===== src/poll_pkg.sv =====
// constants shared by the poll and parent-link manager
package poll_pkg;
  localparam int unsigned CLK_NS = 10;
  localparam int unsigned MS_NS = 1000000;
  localparam int unsigned MS_CYCLES_DEF = MS_NS / CLK_NS;
  localparam int TW = 20;
  localparam logic [19:0] POLL_MS = 20'h0_0064;
  localparam logic [19:0] FAST_POLL_MS = 20'h0_000A;
  localparam logic [19:0] BUTTON_MS = 20'h0_7530;
  localparam logic [1:0] MISS_LIMIT = 2'h3;
  localparam logic [1:0] REJOIN_TRIES = 2'h3;
  localparam logic [7:0] JOIN_OPEN = 8'hFF;
  localparam int NUM_TIMERS = 5;
  localparam int T_SLEEP = 0;
  localparam int T_HOLD = 1;
  localparam int T_POLL = 2;
  localparam int T_SAMPLE = 3;
  localparam int T_BUTTON = 4;
  typedef enum logic [2:0] {
    J_ORPHAN, J_ORPHAN_WAIT, J_PICK, J_REJOIN_SCAN, J_REJOIN_WAIT, J_ASSOC_WAIT, J_JOINED
  } join_state_t;
  typedef enum logic {P_SLEEP, P_AWAKE} pwr_state_t;
endpackage : poll_pkg


===== src/timer_if.sv =====
// load and status signals of one millisecond timer
interface timer_if;
  logic load;
  logic stop;
  logic [19:0] value;
  logic busy;
  logic done;
  modport ctl (output load, output stop, output value, input busy, input done);
  modport tmr (input load, input stop, input value, output busy, output done);
endinterface : timer_if


===== src/ms_tick_gen.sv =====
// millisecond enable pulse from the system clock
module ms_tick_gen #(
  parameter int unsigned MS_CYCLES = poll_pkg::MS_CYCLES_DEF
) (
  input wire logic MCLK,
  input wire logic RST,
  output logic tick
);
  logic [31:0] cnt_reg, cnt_next;
  logic tick_reg, tick_next;

  always_comb begin
    tick_next = 1'b0;
    cnt_next = cnt_reg + 32'h0000_0001;
    if (cnt_reg >= 32'(MS_CYCLES - 1)) begin
      cnt_next = 32'h0000_0000;
      tick_next = 1'b1;
    end
  end

  always_ff @(posedge MCLK) begin
    if (RST) begin
      cnt_reg <= 32'h0000_0000;
      tick_reg <= 1'b0;
    end else begin
      cnt_reg <= cnt_next;
      tick_reg <= tick_next;
    end
  end

  assign tick = tick_reg;
endmodule : ms_tick_gen


===== src/ms_timer.sv =====
// one-shot down counter in millisecond steps
module ms_timer (
  input wire logic MCLK,
  input wire logic RST,
  input wire logic tick,
  timer_if.tmr t
);
  logic [19:0] count_reg, count_next;
  logic busy_reg, busy_next;
  logic done_reg, done_next;

  always_comb begin
    count_next = count_reg;
    busy_next = busy_reg;
    done_next = 1'b0;
    if (t.stop) begin
      busy_next = 1'b0;
    end else if (t.load) begin
      // a zero load expires at once instead of wrapping
      count_next = t.value;
      busy_next = (t.value != 20'h0_0000);
      done_next = (t.value == 20'h0_0000);
    end else if (busy_reg && tick) begin
      count_next = count_reg - 20'h0_0001;
      if (count_reg == 20'h0_0001) begin
        busy_next = 1'b0;
        done_next = 1'b1;
      end
    end
  end

  always_ff @(posedge MCLK) begin
    if (RST) begin
      count_reg <= 20'h0_0000;
      busy_reg <= 1'b0;
      done_reg <= 1'b0;
    end else begin
      count_reg <= count_next;
      busy_reg <= busy_next;
      done_reg <= done_next;
    end
  end

  assign t.busy = busy_reg;
  assign t.done = done_reg;
endmodule : ms_timer


===== src/end_device_poll_parent_manager.sv =====
// sleep/wake poll scheduler and parent-link manager of an end device
// How it works
// - pin sleep: poll every 100ms while pin low
// - cyclic sleep: one poll, then sleep unless held
// - hold timer running: poll every 100 ms
// - parent data received: poll again quickly
// - data stops: back to 100 ms polling
// - sampling needs nonzero interval and enabled line
// - wake sample sent, hold timer started
// - samples repeat at interval until hold expires
// - button falling edge keeps device awake 30s
// - three missed poll acks: parent lost
// - orphan scan after power-up or reset
// - no orphan reply: search new parent
// - frames go to parent, await its ack
// - join window below FFh: rejoin first
// - repeated rejoin failure or FFh: associate
// - rejoin request only to matching network id
// - serial or radio data restarts hold timer
// - hold timer expiry returns device to sleep
// - sleep period counts in 10ms units
// - hold and sample interval count in 1ms
module end_device_poll_parent_manager #(
  parameter int unsigned MS_CYCLES = poll_pkg::MS_CYCLES_DEF
) (
  input wire logic MCLK,
  input wire logic RST,
  input wire logic PIN_SLEEP_MODE,
  input wire logic SLEEP_REQUEST_PIN,
  input wire logic [15:0] SLEEP_PERIOD_SETTING,
  input wire logic [15:0] WAKE_HOLD_TIMER,
  input wire logic [15:0] SAMPLE_INTERVAL_SETTING,
  input wire logic [7:0] JOIN_WINDOW_SETTING,
  input wire logic [9:0] IO_LINE_ENABLES,
  input wire logic [4:0] EXTRA_IO_LINE_ENABLES,
  input wire logic COMMISSIONING_PIN_CONFIG,
  input wire logic COMMISSIONING_INPUT_PIN,
  input wire logic SERIAL_DATA_RX,
  input wire logic RADIO_DATA_RX,
  input wire logic POLL_ACK,
  input wire logic POLL_NOACK,
  input wire logic TX_DATA_REQ,
  input wire logic TX_ACK,
  input wire logic ORPHAN_RESP,
  input wire logic ORPHAN_FAIL,
  input wire logic [63:0] OWN_PAN_ID,
  input wire logic [63:0] SCAN_PAN_ID,
  input wire logic SCAN_VALID,
  input wire logic SCAN_DONE,
  input wire logic REJOIN_RESP,
  input wire logic REJOIN_FAIL,
  input wire logic ASSOC_DONE,
  input wire logic ASSOC_FAIL,
  output logic AWAKE,
  output logic JOINED,
  output logic POLL_REQ,
  output logic SAMPLE_SEND,
  output logic TX_FRAME,
  output logic TX_DONE,
  output logic ORPHAN_SCAN,
  output logic REJOIN_SCAN,
  output logic REJOIN_REQ,
  output logic ASSOC_REQ,
  output logic PARENT_LOST
);
  logic ms_tick;
  logic [4:0] t_load, t_stop, t_busy, t_done;
  logic [19:0] t_val [5];
  timer_if tif [5] ();

  ms_tick_gen #(.MS_CYCLES(MS_CYCLES)) u_tick (
    .MCLK(MCLK),
    .RST(RST),
    .tick(ms_tick)
  );

  generate
    for (genvar i = 0; i < poll_pkg::NUM_TIMERS; i++) begin : g_timer
      ms_timer u_timer (
        .MCLK(MCLK),
        .RST(RST),
        .tick(ms_tick),
        .t(tif[i])
      );
      assign tif[i].load = t_load[i];
      assign tif[i].stop = t_stop[i];
      assign tif[i].value = t_val[i];
      assign t_busy[i] = tif[i].busy;
      assign t_done[i] = tif[i].done;
    end
  endgenerate

  // join group
  poll_pkg::join_state_t join_reg, join_next;
  logic [1:0] tries_reg, tries_next;
  logic joined_reg, joined_next;
  logic orphan_reg, orphan_next;
  logic scan_reg, scan_next;
  logic rejoin_reg, rejoin_next;
  logic assoc_reg, assoc_next;
  logic lost_reg, lost_next;
  logic parent_lost;

  always_comb begin
    join_next = join_reg;
    tries_next = tries_reg;
    orphan_next = 1'b0;
    scan_next = 1'b0;
    rejoin_next = 1'b0;
    assoc_next = 1'b0;
    lost_next = 1'b0;
    case (join_reg)
      poll_pkg::J_ORPHAN: begin
        orphan_next = 1'b1;
        join_next = poll_pkg::J_ORPHAN_WAIT;
      end
      poll_pkg::J_ORPHAN_WAIT: begin
        if (ORPHAN_RESP) begin
          join_next = poll_pkg::J_JOINED;
        end else if (ORPHAN_FAIL) begin
          join_next = poll_pkg::J_PICK;
        end
      end
      poll_pkg::J_PICK: begin
        if (JOIN_WINDOW_SETTING == poll_pkg::JOIN_OPEN || tries_reg >= poll_pkg::REJOIN_TRIES) begin
          assoc_next = 1'b1;
          join_next = poll_pkg::J_ASSOC_WAIT;
        end else begin
          scan_next = 1'b1;
          join_next = poll_pkg::J_REJOIN_SCAN;
        end
      end
      poll_pkg::J_REJOIN_SCAN: begin
        if (SCAN_VALID && SCAN_PAN_ID == OWN_PAN_ID) begin
          rejoin_next = 1'b1;
          join_next = poll_pkg::J_REJOIN_WAIT;
        end else if (SCAN_DONE) begin
          tries_next = 2'(tries_reg + 2'h1);
          join_next = poll_pkg::J_PICK;
        end
      end
      poll_pkg::J_REJOIN_WAIT: begin
        if (REJOIN_RESP) begin
          tries_next = 2'h0;
          join_next = poll_pkg::J_JOINED;
        end else if (REJOIN_FAIL) begin
          tries_next = 2'(tries_reg + 2'h1);
          join_next = poll_pkg::J_PICK;
        end
      end
      poll_pkg::J_ASSOC_WAIT: begin
        if (ASSOC_DONE) begin
          tries_next = 2'h0;
          join_next = poll_pkg::J_JOINED;
        end else if (ASSOC_FAIL) begin
          join_next = poll_pkg::J_PICK;
        end
      end
      poll_pkg::J_JOINED: begin
        if (parent_lost) begin
          lost_next = 1'b1;
          tries_next = 2'h0;
          join_next = poll_pkg::J_PICK;
        end
      end
      default: begin
        join_next = poll_pkg::J_ORPHAN;
      end
    endcase
    joined_next = (join_next == poll_pkg::J_JOINED);
  end

  always_ff @(posedge MCLK) begin
    if (RST) begin
      join_reg <= poll_pkg::J_ORPHAN;
      tries_reg <= 2'h0;
      joined_reg <= 1'b0;
      orphan_reg <= 1'b0;
      scan_reg <= 1'b0;
      rejoin_reg <= 1'b0;
      assoc_reg <= 1'b0;
      lost_reg <= 1'b0;
    end else begin
      join_reg <= join_next;
      tries_reg <= tries_next;
      joined_reg <= joined_next;
      orphan_reg <= orphan_next;
      scan_reg <= scan_next;
      rejoin_reg <= rejoin_next;
      assoc_reg <= assoc_next;
      lost_reg <= lost_next;
    end
  end

  // power and poll group
  poll_pkg::pwr_state_t pwr_reg, pwr_next;
  logic [1:0] miss_reg, miss_next;
  logic poll_wait_reg, poll_wait_next;
  logic fast_reg, fast_next;
  logic rx_reg, rx_next;
  logic poll_reg, poll_next;
  logic sample_reg, sample_next;
  logic tx_frame_reg, tx_frame_next;
  logic tx_wait_reg, tx_wait_next;
  logic tx_done_reg, tx_done_next;
  logic btn_prev_reg, btn_prev_next;
  logic awake_reg, awake_next;
  logic btn_fall, samp_en, pin_awake, answer, stay, data_in;

  always_comb begin
    pwr_next = pwr_reg;
    miss_next = miss_reg;
    poll_wait_next = poll_wait_reg;
    fast_next = fast_reg;
    rx_next = rx_reg;
    poll_next = 1'b0;
    sample_next = 1'b0;
    tx_frame_next = 1'b0;
    tx_wait_next = tx_wait_reg;
    tx_done_next = 1'b0;
    parent_lost = 1'b0;
    t_load = 5'h00;
    t_stop = 5'h00;
    btn_prev_next = COMMISSIONING_INPUT_PIN;
    btn_fall = COMMISSIONING_PIN_CONFIG && btn_prev_reg && !COMMISSIONING_INPUT_PIN;
    samp_en = (SAMPLE_INTERVAL_SETTING != 16'h0000) && ((|IO_LINE_ENABLES) || (|EXTRA_IO_LINE_ENABLES));
    pin_awake = PIN_SLEEP_MODE && !SLEEP_REQUEST_PIN;
    data_in = SERIAL_DATA_RX || RADIO_DATA_RX;
    answer = poll_wait_reg && (POLL_ACK || POLL_NOACK);
    stay = 1'b0;
    if (btn_fall) begin
      t_load[poll_pkg::T_BUTTON] = 1'b1;
    end
    if (tx_wait_reg && TX_ACK) begin
      tx_wait_next = 1'b0;
      tx_done_next = 1'b1;
    end else if (TX_DATA_REQ && pwr_reg == poll_pkg::P_AWAKE && joined_reg && !tx_wait_reg) begin
      tx_frame_next = 1'b1;
      tx_wait_next = 1'b1;
    end
    if (!joined_reg) begin
      // no parent to poll while searching; stay up
      pwr_next = poll_pkg::P_AWAKE;
      poll_wait_next = 1'b0;
      miss_next = 2'h0;
      fast_next = 1'b0;
      rx_next = 1'b0;
      tx_wait_next = 1'b0;
      t_stop = 5'h0F;
    end else begin
      case (pwr_reg)
        poll_pkg::P_SLEEP: begin
          if ((PIN_SLEEP_MODE ? !SLEEP_REQUEST_PIN : t_done[poll_pkg::T_SLEEP]) || btn_fall) begin
            pwr_next = poll_pkg::P_AWAKE;
            poll_next = 1'b1;
            poll_wait_next = 1'b1;
            rx_next = 1'b0;
            if (samp_en) begin
              sample_next = 1'b1;
              t_load[poll_pkg::T_HOLD] = 1'b1;
              t_load[poll_pkg::T_SAMPLE] = 1'b1;
            end
          end
        end
        poll_pkg::P_AWAKE: begin
          if (data_in) begin
            t_load[poll_pkg::T_HOLD] = 1'b1;
          end
          if (RADIO_DATA_RX) begin
            rx_next = 1'b1;
          end
          if (samp_en && t_done[poll_pkg::T_SAMPLE] && t_busy[poll_pkg::T_HOLD]) begin
            sample_next = 1'b1;
            t_load[poll_pkg::T_SAMPLE] = 1'b1;
          end
          if (answer) begin
            poll_wait_next = 1'b0;
            fast_next = rx_reg || RADIO_DATA_RX;
            rx_next = 1'b0;
            if (POLL_ACK) begin
              miss_next = 2'h0;
            end else if (miss_reg == 2'(poll_pkg::MISS_LIMIT - 2'h1)) begin
              miss_next = 2'h0;
              parent_lost = 1'b1;
            end else begin
              miss_next = 2'(miss_reg + 2'h1);
            end
          end
          stay = t_busy[poll_pkg::T_HOLD] || t_load[poll_pkg::T_HOLD] || t_busy[poll_pkg::T_BUTTON] ||
                 t_load[poll_pkg::T_BUTTON] || pin_awake || tx_wait_next || fast_next;
          if (!poll_wait_next && !stay) begin
            // a poll in flight is always finished before sleeping
            pwr_next = poll_pkg::P_SLEEP;
            fast_next = 1'b0;
            t_stop[poll_pkg::T_HOLD] = 1'b1;
            t_stop[poll_pkg::T_POLL] = 1'b1;
            t_stop[poll_pkg::T_SAMPLE] = 1'b1;
            t_load[poll_pkg::T_SLEEP] = !PIN_SLEEP_MODE;
          end else if (answer) begin
            t_load[poll_pkg::T_POLL] = 1'b1;
          end else if (!t_busy[poll_pkg::T_POLL] && !poll_wait_reg) begin // an expired or idle poll timer issues the next poll, also after a rejoin
            poll_next = 1'b1;
            poll_wait_next = 1'b1;
          end
        end
        default: begin
          pwr_next = poll_pkg::P_AWAKE;
        end
      endcase
    end
    awake_next = (pwr_next == poll_pkg::P_AWAKE);
  end

  always_comb begin
    t_val[poll_pkg::T_SLEEP] = {1'b0, SLEEP_PERIOD_SETTING, 3'b000} + {3'b000, SLEEP_PERIOD_SETTING, 1'b0};
    t_val[poll_pkg::T_HOLD] = {4'h0, WAKE_HOLD_TIMER};
    t_val[poll_pkg::T_POLL] = fast_next ? poll_pkg::FAST_POLL_MS : poll_pkg::POLL_MS;
    t_val[poll_pkg::T_SAMPLE] = {4'h0, SAMPLE_INTERVAL_SETTING};
    t_val[poll_pkg::T_BUTTON] = poll_pkg::BUTTON_MS;
  end

  always_ff @(posedge MCLK) begin
    if (RST) begin
      pwr_reg <= poll_pkg::P_AWAKE;
      miss_reg <= 2'h0;
      poll_wait_reg <= 1'b0;
      fast_reg <= 1'b0;
      rx_reg <= 1'b0;
      poll_reg <= 1'b0;
      sample_reg <= 1'b0;
      tx_frame_reg <= 1'b0;
      tx_wait_reg <= 1'b0;
      tx_done_reg <= 1'b0;
      btn_prev_reg <= 1'b1;
      awake_reg <= 1'b1;
    end else begin
      pwr_reg <= pwr_next;
      miss_reg <= miss_next;
      poll_wait_reg <= poll_wait_next;
      fast_reg <= fast_next;
      rx_reg <= rx_next;
      poll_reg <= poll_next;
      sample_reg <= sample_next;
      tx_frame_reg <= tx_frame_next;
      tx_wait_reg <= tx_wait_next;
      tx_done_reg <= tx_done_next;
      btn_prev_reg <= btn_prev_next;
      awake_reg <= awake_next;
    end
  end

  assign AWAKE = awake_reg;
  assign JOINED = joined_reg;
  assign POLL_REQ = poll_reg;
  assign SAMPLE_SEND = sample_reg;
  assign TX_FRAME = tx_frame_reg;
  assign TX_DONE = tx_done_reg;
  assign ORPHAN_SCAN = orphan_reg;
  assign REJOIN_SCAN = scan_reg;
  assign REJOIN_REQ = rejoin_reg;
  assign ASSOC_REQ = assoc_reg;
  assign PARENT_LOST = lost_reg;
endmodule : end_device_poll_parent_manager


===== config.mk =====
export PLATFORM = sky130hd
export DESIGN_NAME = end_device_poll_parent_manager
export DESIGN_NICKNAME = d
export VERILOG_FILES = /design/src/poll_pkg.sv /design/src/timer_if.sv /design/src/ms_tick_gen.sv /design/src/ms_timer.sv /design/src/end_device_poll_parent_manager.sv
export SDC_FILE = /design/constraint.sdc
export NUM_CORES = 1
export LEC_CHECK = 0
export ABC_CLOCK_PERIOD_IN_PS = 3300
export BUFFER_PORTS_ARGS = -buffer_cell sky130_fd_sc_hd__buf_4
export CAP_MARGIN = 30
export CORE_AREA = 2 2 151 153
export CTS_BUF_LIST = sky130_fd_sc_hd__clkbuf_8
export CTS_CLUSTER_DIAMETER = 100
export DETAILED_ROUTE_END_ITERATION = 16
export DIE_AREA = 0 0 153 155
export PLACE_DENSITY = 0.67
export SKIP_LAST_GASP = 1
export SLEW_MARGIN = 20
export SYNTH_ARGS = -nofsm -noshare
export SYNTH_HDL_FRONTEND = slang
export SYNTH_SLANG_ARGS = --single-unit

===== constraint.sdc =====
create_clock -name MCLK -period 3.3 [get_ports MCLK]
set_input_delay 0.495 -clock MCLK [delete_from_list [all_inputs] [get_ports MCLK]]
set_output_delay 0.495 -clock MCLK [all_outputs]
set_load 0.01 [all_outputs]

==> results of run 1 <==
worst register-to-register path, stage by stage (launching register included):
cell and delay, ps:
dfxtp_1 570, and4b_1 300, nor3_1 90, nand3_1 260, and2_1 200, o21a_1 380
nand3_1 270, or4_1 450, a21oi_1 140
worst min-delay path by stage:
| stage | startpoint | to | slack [ps] | cells after the start |
|---|---|---|---|---|
| global placement | u_tick.cnt_reg[0]$_SDFF_PP0_ | u_tick.cnt_reg[0]$_SDFF_PP0_ | 450 | 1 |
| global route | COMMISSIONING_INPUT_PIN | btn_prev_reg$_SDFF_PP1_ | 220 | 2 |
| finish | COMMISSIONING_INPUT_PIN | btn_prev_reg$_SDFF_PP1_ | 240 | 2 |
| detailed placement | g_timer[2].u_timer.count_reg[6]$_SDFFE_PP0P_ | g_timer[2].u_timer.count_reg[6]$_SDFFE_PP0P_ | 460 | 2 |
| CTS | COMMISSIONING_INPUT_PIN | btn_prev_reg$_SDFF_PP1_ | 200 | 2 |
| floorplan | u_tick.cnt_reg[0]$_SDFF_PP0_ | u_tick.cnt_reg[0]$_SDFF_PP0_ | 430 | 1 |
cells in the mapped netlist, types with 3 or more instances:
master / count
a22oi_1: 9
nand3_1: 34
o21a_1: 6
or3_1: 11
nand2_1: 51
xnor2_1: 81
nor2_1: 193
dfxtp_1: 163
ha_1: 26
nor4_1: 56
a211oi_1: 22
nand4_1: 28
nand2b_1: 17
and3_1: 12
nor3_1: 58
xor2_1: 64
buf_2: 3
and4_1: 4
nor4b_1: 3
inv_1: 31
o22ai_1: 6
and2_1: 3
nand3b_1: 6
a31oi_1: 7
nand4b_1: 3
a22o_1: 7
o31ai_1: 7
or4_1: 11
a41oi_1: 3
a21oi_1: 84
nor2b_1: 11
o21ai_0: 42
or2_2: 6
clkbuf_1: 39
a21o_1: 4
nor3b_1: 4
o211ai_1: 8
cells by family (layout without fill, tap and decap cells):
| family | Yosys count | in the layout | share of synthesized area |
|---|---|---|---|
| other cells | 1 | 15 | 0.000408 |
| compound gates | 225 | 225 | 0.153 |
| xor+xnor | 145 | 145 | 0.138 |
| flops | 163 | 163 | 0.355 |
| buf+inv | 76 | 306 | 0.0316 |
| simple gates | 519 | 519 | 0.283 |
| fa+ha+maj | 27 | 27 | 0.0376 |
cells in the final DEF (no fill, tap or decap), types with 15 or more instances in the layout:
cell type,synthesis,routed
nand2b_1,17,17
ha_1,26,26
xor2_1,64,64
nor4_1,56,56
nor2_1,193,193
dfxtp_1,163,163
buf_4,0,243
conb_1,1,15
o21ai_0,42,42
inv_1,31,31
clkbuf_8,0,17
a21oi_1,84,84
nand2_1,51,51
nor3_1,58,57
nand4_1,28,28
a211oi_1,22,22
xnor2_1,81,81
nand3_1,34,34
metal layers:
layer	global-route usage	routed length, µm
met5	0	0
met3	0.0443	1360
met2	0.343	11600
met1	0.299	12200
met4	0.0485	261
report_power, final:
part | internal (mW) | total [mW] | leakage [nW] | switching (mW)
Clock | 0.697 | 1.50 | 0.210 | 0.808
Sequential | 2.02 | 2.07 | 1.32 | 0.0575
Combinational | 0.380 | 0.742 | 3.24 | 0.362
Total | 3.09 | 4.32 | 4.77 | 1.23
per-stage QoR:
stage / cell area (µm²) / instances / power, mW
2_1_floorplan: 9230 / 1170 / 2.50
3_3_place_gp: 11200 / 1653 / 2.84
3_5_place_dp: 11200 / 1653 / 2.85
4_1_cts: 11600 / 1685 / 4.36
5_1_grt: 11600 / 1685 / 4.55
6_report: 11600 / 1685 / 4.32
area by class of cell:
cell class | count | area share
multi-input cells | 931 | 0.488
flip-flops and latches | 163 | 0.280
repair buffers | 243 | 0.157
well taps | 285 | 0.0306
clock buffers | 17 | 0.0201
clock inverters | 15 | 0.0144
inverters | 31 | 0.00999
==> key figures, run 1 <==
Outcome
  – Status: completed

Placement
  – GP Congestion: 0.889
  – DP HPWL: 19700 µm
  – Post-Place Worst Slack: 200 ps
  – Port buffer count: 229

Timing
  – WHS: 236 ps
  – TNS Setup: 0 ps
  – Final setup vio count: 0
  – Highest Clock Rate: 366 MHz
  – Final cycle utilization of the critical path: 0.828
  – Setup ws final: 567 ps
  – Fin crit period: 2730 ps
  – Slew @ Worst Pin: 784 ps
  – RSZ-0062 raised after global routing: false
  – Max-slew violation count: 0
  – Final hold violations: 0
  – Worst rel slew slack: 0.473
  – Clock Skew: 12.3 ps

GRT
  – Initial antenna violation count: 0
  – Grt total ovfl: 0
  – GRT Overall Usage: 0.214
  – Vias in the first global route: 8460
  – Largest net degree at the start of global routing: 51
  – Global-route wire length before repair: 42100 µm

Critical path
  – Worst-path fanout max: 12
  – Critical path endpoint category: flop
  – Critical Path Source Type: flop
  – Critical path arrival: 3110 ps
  – Critical path startpoint: AWAKE$_SDFF_PP1_
  – CP Capture Point: g_timer[2].u_timer.count_reg[13]$_SDFFE_PP0P_
  – Worst-case reg-to-reg path depth: 8
  – R2r setup slk: 570 ps
  – Most used cell, CP: nand3_1
  – Crit path buffers/inverters: 0
  – Kind of critical path: reg -> reg
  – Reg2reg start: AWAKE$_SDFF_PP1_
  – Critical path data required time: 3680 ps
  – Largest stage delay, worst path: 570 ps
  – CP delay by family, top: simple AND/OR/NAND/NOR gates
  – Crit-path slowest cell: dfxtp_1
  – FF-to-FF End: g_timer[2].u_timer.count_reg[13]$_SDFFE_PP0P_
  – Crit-path cells: and4b_1, nor3_1, nand3_1, and2_1, o21a_1, nand3_1, or4_1, a21oi_1
  – Worst path depth: 8

Power and ir drop
  – Pleak: 4.77 nW
  – Peak supply drop: 0.187 mV
  – Power density over the cells: 371 nW/µm²

Clock network
  – Clock-pin slew on the worst setup and hold paths: 90 ps
  – Latest clock arrival within the worst-skew pair: 460 ps
  – H-tree depth: 4
  – CTS tree: done
  – Postcts setup bufs: 0
  – Post-CTS Resized: 0
  – Hold-fix buffer count after cts: 0
  – Clk root buf: clkbuf_8
  – Clock buffer depth: 2
  – CTS sink count: 163
  – Cts bufs inserted: 17

Drt
  – Routed WL: 25400 µm
  – DR WL/cell: 15.1 µm
  – Number of vias per cell: 5.24
  – DRC violations left: 0
  – Post-route ant nets: 0
  – Vias: 8826
  – DRT iter0 DRCs: 440
  – Drt pass-1 iters: 4

Die
  – Die width: 153 µm
  – Top Ports: 230
  – Die Span Y: 155 µm
  – Die area: 23700 µm²
  – Row count: 55
  – Core area: 22200 µm²
  – Initial core utilization: 0.413

Synth
  – Number of synthesized flops with an enable pin: 0
  – Netlist Area Pre-Place: 9180 µm²
  – Asr flop ratio synth: 0
  – Largest cells by area after synthesis: dfxtp_1 36%, nor2_1 7.9%, xnor2_1 7.7%
  – Seq cells post-synth: 163
  – Top cell type's share of synthesized area: 0.355
  – Area leader, netlist: dfxtp_1
  – Post-synthesis cell count: 1156
  – Syn Area/Cell: 7.94 µm²
  – Primary FF master, synth: dfxtp_1
  – Netlist cell types: 63
  – Register area share after synthesis: 0.355
  – Synth Warn #: 0

Cells and area
  – Number of flip-flops in the largest register: 100
  – Area grow syn2layout: 26.9%
  – Area of the multi-input gates: 5690 µm²
  – Share of cells above drive strength 1: 0.208
  – N_diodes: 0
  – Sequential Area: 3260 µm²
  – # fillers: 2141
  – Final Core Density: 0.524
  – Final net count: 1633

Run
  – Maximum Capacitance Violations: 0

Worst hold path
  – Hold Crit Class: in -> reg
No activity file was read; power rests on OpenSTA's default activity.
==> inputs of run 2 (changes only) <==
ABC_CLOCK_PERIOD_IN_PS = 2850   (was 3300)
clock period = 2.85 ns   (was 3.3 ns; I/O delays follow)
==> run 2 against run 1 <==
Effect of this change:
- clock power increased by 3%
- worst setup slack got worse by 370 ps
- largest cell class unchanged
- count of clock-buffer cells in the layout unchanged
==> key figures, run 2 (synthesis results as in run 1) <==
Power and ir drop
  – Total power: 4.84 mW (+12%)
  – Peak supply drop: 0.238 mV (+27%)
  – Pleak: 4.85 nW (+1.6%)
  – Power density over the cells: 411 nW/µm² (+11%)

Timing
  – Max-slew violation count: 0 (unchanged)
  – Fin crit period: 2660 ps (-75.4 ps)
  – Final setup vio count: 0 (unchanged)
  – RSZ-0062 raised after global routing: false
  – Slew @ Worst Pin: 744 ps (-40.1 ps)
  – Highest Clock Rate: 376 MHz (+2.8%)
  – Worst rel slew slack: 0.504 (+0.0316)
  – TNS Setup: 0 ps (unchanged)
  – WHS: 195 ps (-40.5 ps)
  – Final hold violations: 0 (unchanged)
  – Clock Skew: 16.1 ps (+3.75 ps)
  – Setup ws final: 193 ps (-375 ps)
  – Final cycle utilization of the critical path: 0.932 (+0.104)

Die
  – Die area: 23700 µm² (unchanged)
  – Row count: 55 (unchanged)
  – Top Ports: 230 (unchanged)
  – Die Span Y: 155 µm (unchanged)
  – Initial core utilization: 0.413 (unchanged)
  – Die width: 153 µm (unchanged)
  – Core area: 22200 µm² (unchanged)

Placement
  – DP HPWL: 19500 µm (-0.92%)
  – Post-Place Worst Slack: -102 ps (-301 ps)
  – Port buffer count: 229 (unchanged)
  – GP Congestion: 0.872 (-1.9%)

GRT
  – Grt total ovfl: 0 (unchanged)
  – Initial antenna violation count: 1 (+1)
  – Vias in the first global route: 8414 (-0.54%)
  – Global-route wire length before repair: 41300 µm (-2.0%)
  – Largest net degree at the start of global routing: 51 (unchanged)
  – GRT Overall Usage: 0.210 (-0.00398)

Critical path
  – Crit path buffers/inverters: 0 (unchanged)
  – Largest stage delay, worst path: 530 ps (-40 ps)
  – Crit-path cells: or4_1, nor3_1, nand3_1, a211o_1, a211oi_1, nor2b_1, and4_1, o21a_1
  – Critical Path Source Type: flop
  – Critical path endpoint category: flop
  – Worst-path fanout max: 6 (-6)
  – Critical path data required time: 3240 ps (-440 ps)
  – Critical path arrival: 3050 ps (-60 ps)
  – Crit-path slowest cell: or4_1
  – CP delay by family, top: simple AND/OR/NAND/NOR gates
  – Kind of critical path: reg -> reg

Cells and area
  – Final net count: 1654 (+1.3%)
  – Final Core Density: 0.530 (+0.00597)
  – Area grow syn2layout: 28.4%
  – Most common cell after layout, fill and taps aside: buf_4
  – Commonest cells after routing, fill and taps aside: 262 x buf_4, 193 x nor2_1, 163 x dfxtp_1
  – N_diodes: 0 (unchanged)
  – Number of flip-flops in the largest register: 100 (unchanged)
  – Share of cells above drive strength 1: 0.217 (+0.00904)

Clock network
  – Clk root buf: clkbuf_8
  – Latest clock arrival within the worst-skew pair: 460 ps (about the same)
  – CTS tree: done
  – CTS sink count: 163 (unchanged)
  – Cts bufs inserted: 17 (unchanged)
  – Clock-pin slew on the worst setup and hold paths: 80 ps (about the same)
  – Postcts setup bufs: 0 (unchanged)
  – H-tree depth: 4 (unchanged)
  – Hold-fix buffer count after cts: 0 (unchanged)
  – Post-CTS Resized: 0 (unchanged)
  – Clock buffer depth: 2 (unchanged)

Drt
  – DRC violations left: 0 (unchanged)
  – Number of vias per cell: 5.24 (+0.10%)
  – DRT iter0 DRCs: 520 (+18%)
  – Routed WL: 25100 µm (-1.1%)
  – Vias: 8940 (+1.3%)
  – Post-route ant nets: 0 (unchanged)
  – DR WL/cell: 14.7 µm (-2.3%)
  – Drt pass-1 iters: 5 (+1)

Run
  – Maximum Capacitance Violations: 0 (unchanged)

Worst hold path
  – Hold Crit Class: in -> reg

Outcome
  – Status: completed
-- run 2: power by group --
group	switching, mW	total, mW	internal, mW
logic	0.420	0.891	0.471
clock network	0.870	1.55	0.680
registers	0.0631	2.40	2.33
total	1.35	4.84	3.48
-- run 2: path summary, 6_finish.rpt --
check,start,end,slack (ps),depth (start not counted)
setup / recovery,g_timer[1].u_timer.t.busy$_SDFFE_PP0P_,g_timer[0].u_timer.t.done$_SDFF_PP0_,190,8
hold / removal,COMMISSIONING_INPUT_PIN,btn_prev_reg$_SDFF_PP1_,200,2
setup reg to reg,g_timer[1].u_timer.t.busy$_SDFFE_PP0P_,g_timer[0].u_timer.t.done$_SDFF_PP0_,190,8
hold reg to reg,g_timer[2].u_timer.count_reg[6]$_SDFFE_PP0P_,g_timer[2].u_timer.count_reg[6]$_SDFFE_PP0P_,470,2
-- run 2: metrics by stage --
stage / instance area [µm²] / cells
floorplan: 9230 / 1170
global placement: 11400 / 1674
detailed placement: 11400 / 1674
CTS: 11800 / 1705
global route: 11800 / 1705
finish: 11800 / 1705
-- run 2: worst register-to-register path, cell delays in order (launching register included) --
cell and delay, ps:
dfxtp_1 370, or4_1 540, nor3_1 240, nand3_1 290, a211o_1 300, a211oi_1 320
nor2b_1 170, and4_1 250, o21a_1 130
-- run 2: routing by layer --
layer  share of wire  wire length [µm]  track usage
met3           0.047              1180       0.0518
met2            0.45             11400        0.332
met5         0.00064                16            0
met1            0.49             12200        0.291
met4           0.013               337       0.0489
-- run 2: cell type report --
type	instances	area, µm²
Fill cell	2111	10400
Multi-Input combinational cell	931	5690
Sequential cell	163	3260
Timing Repair Buffer	264	2010
Tap cell	285	357
Clock buffer	17	234
Clock inverter	14	118
Inverter	31	116
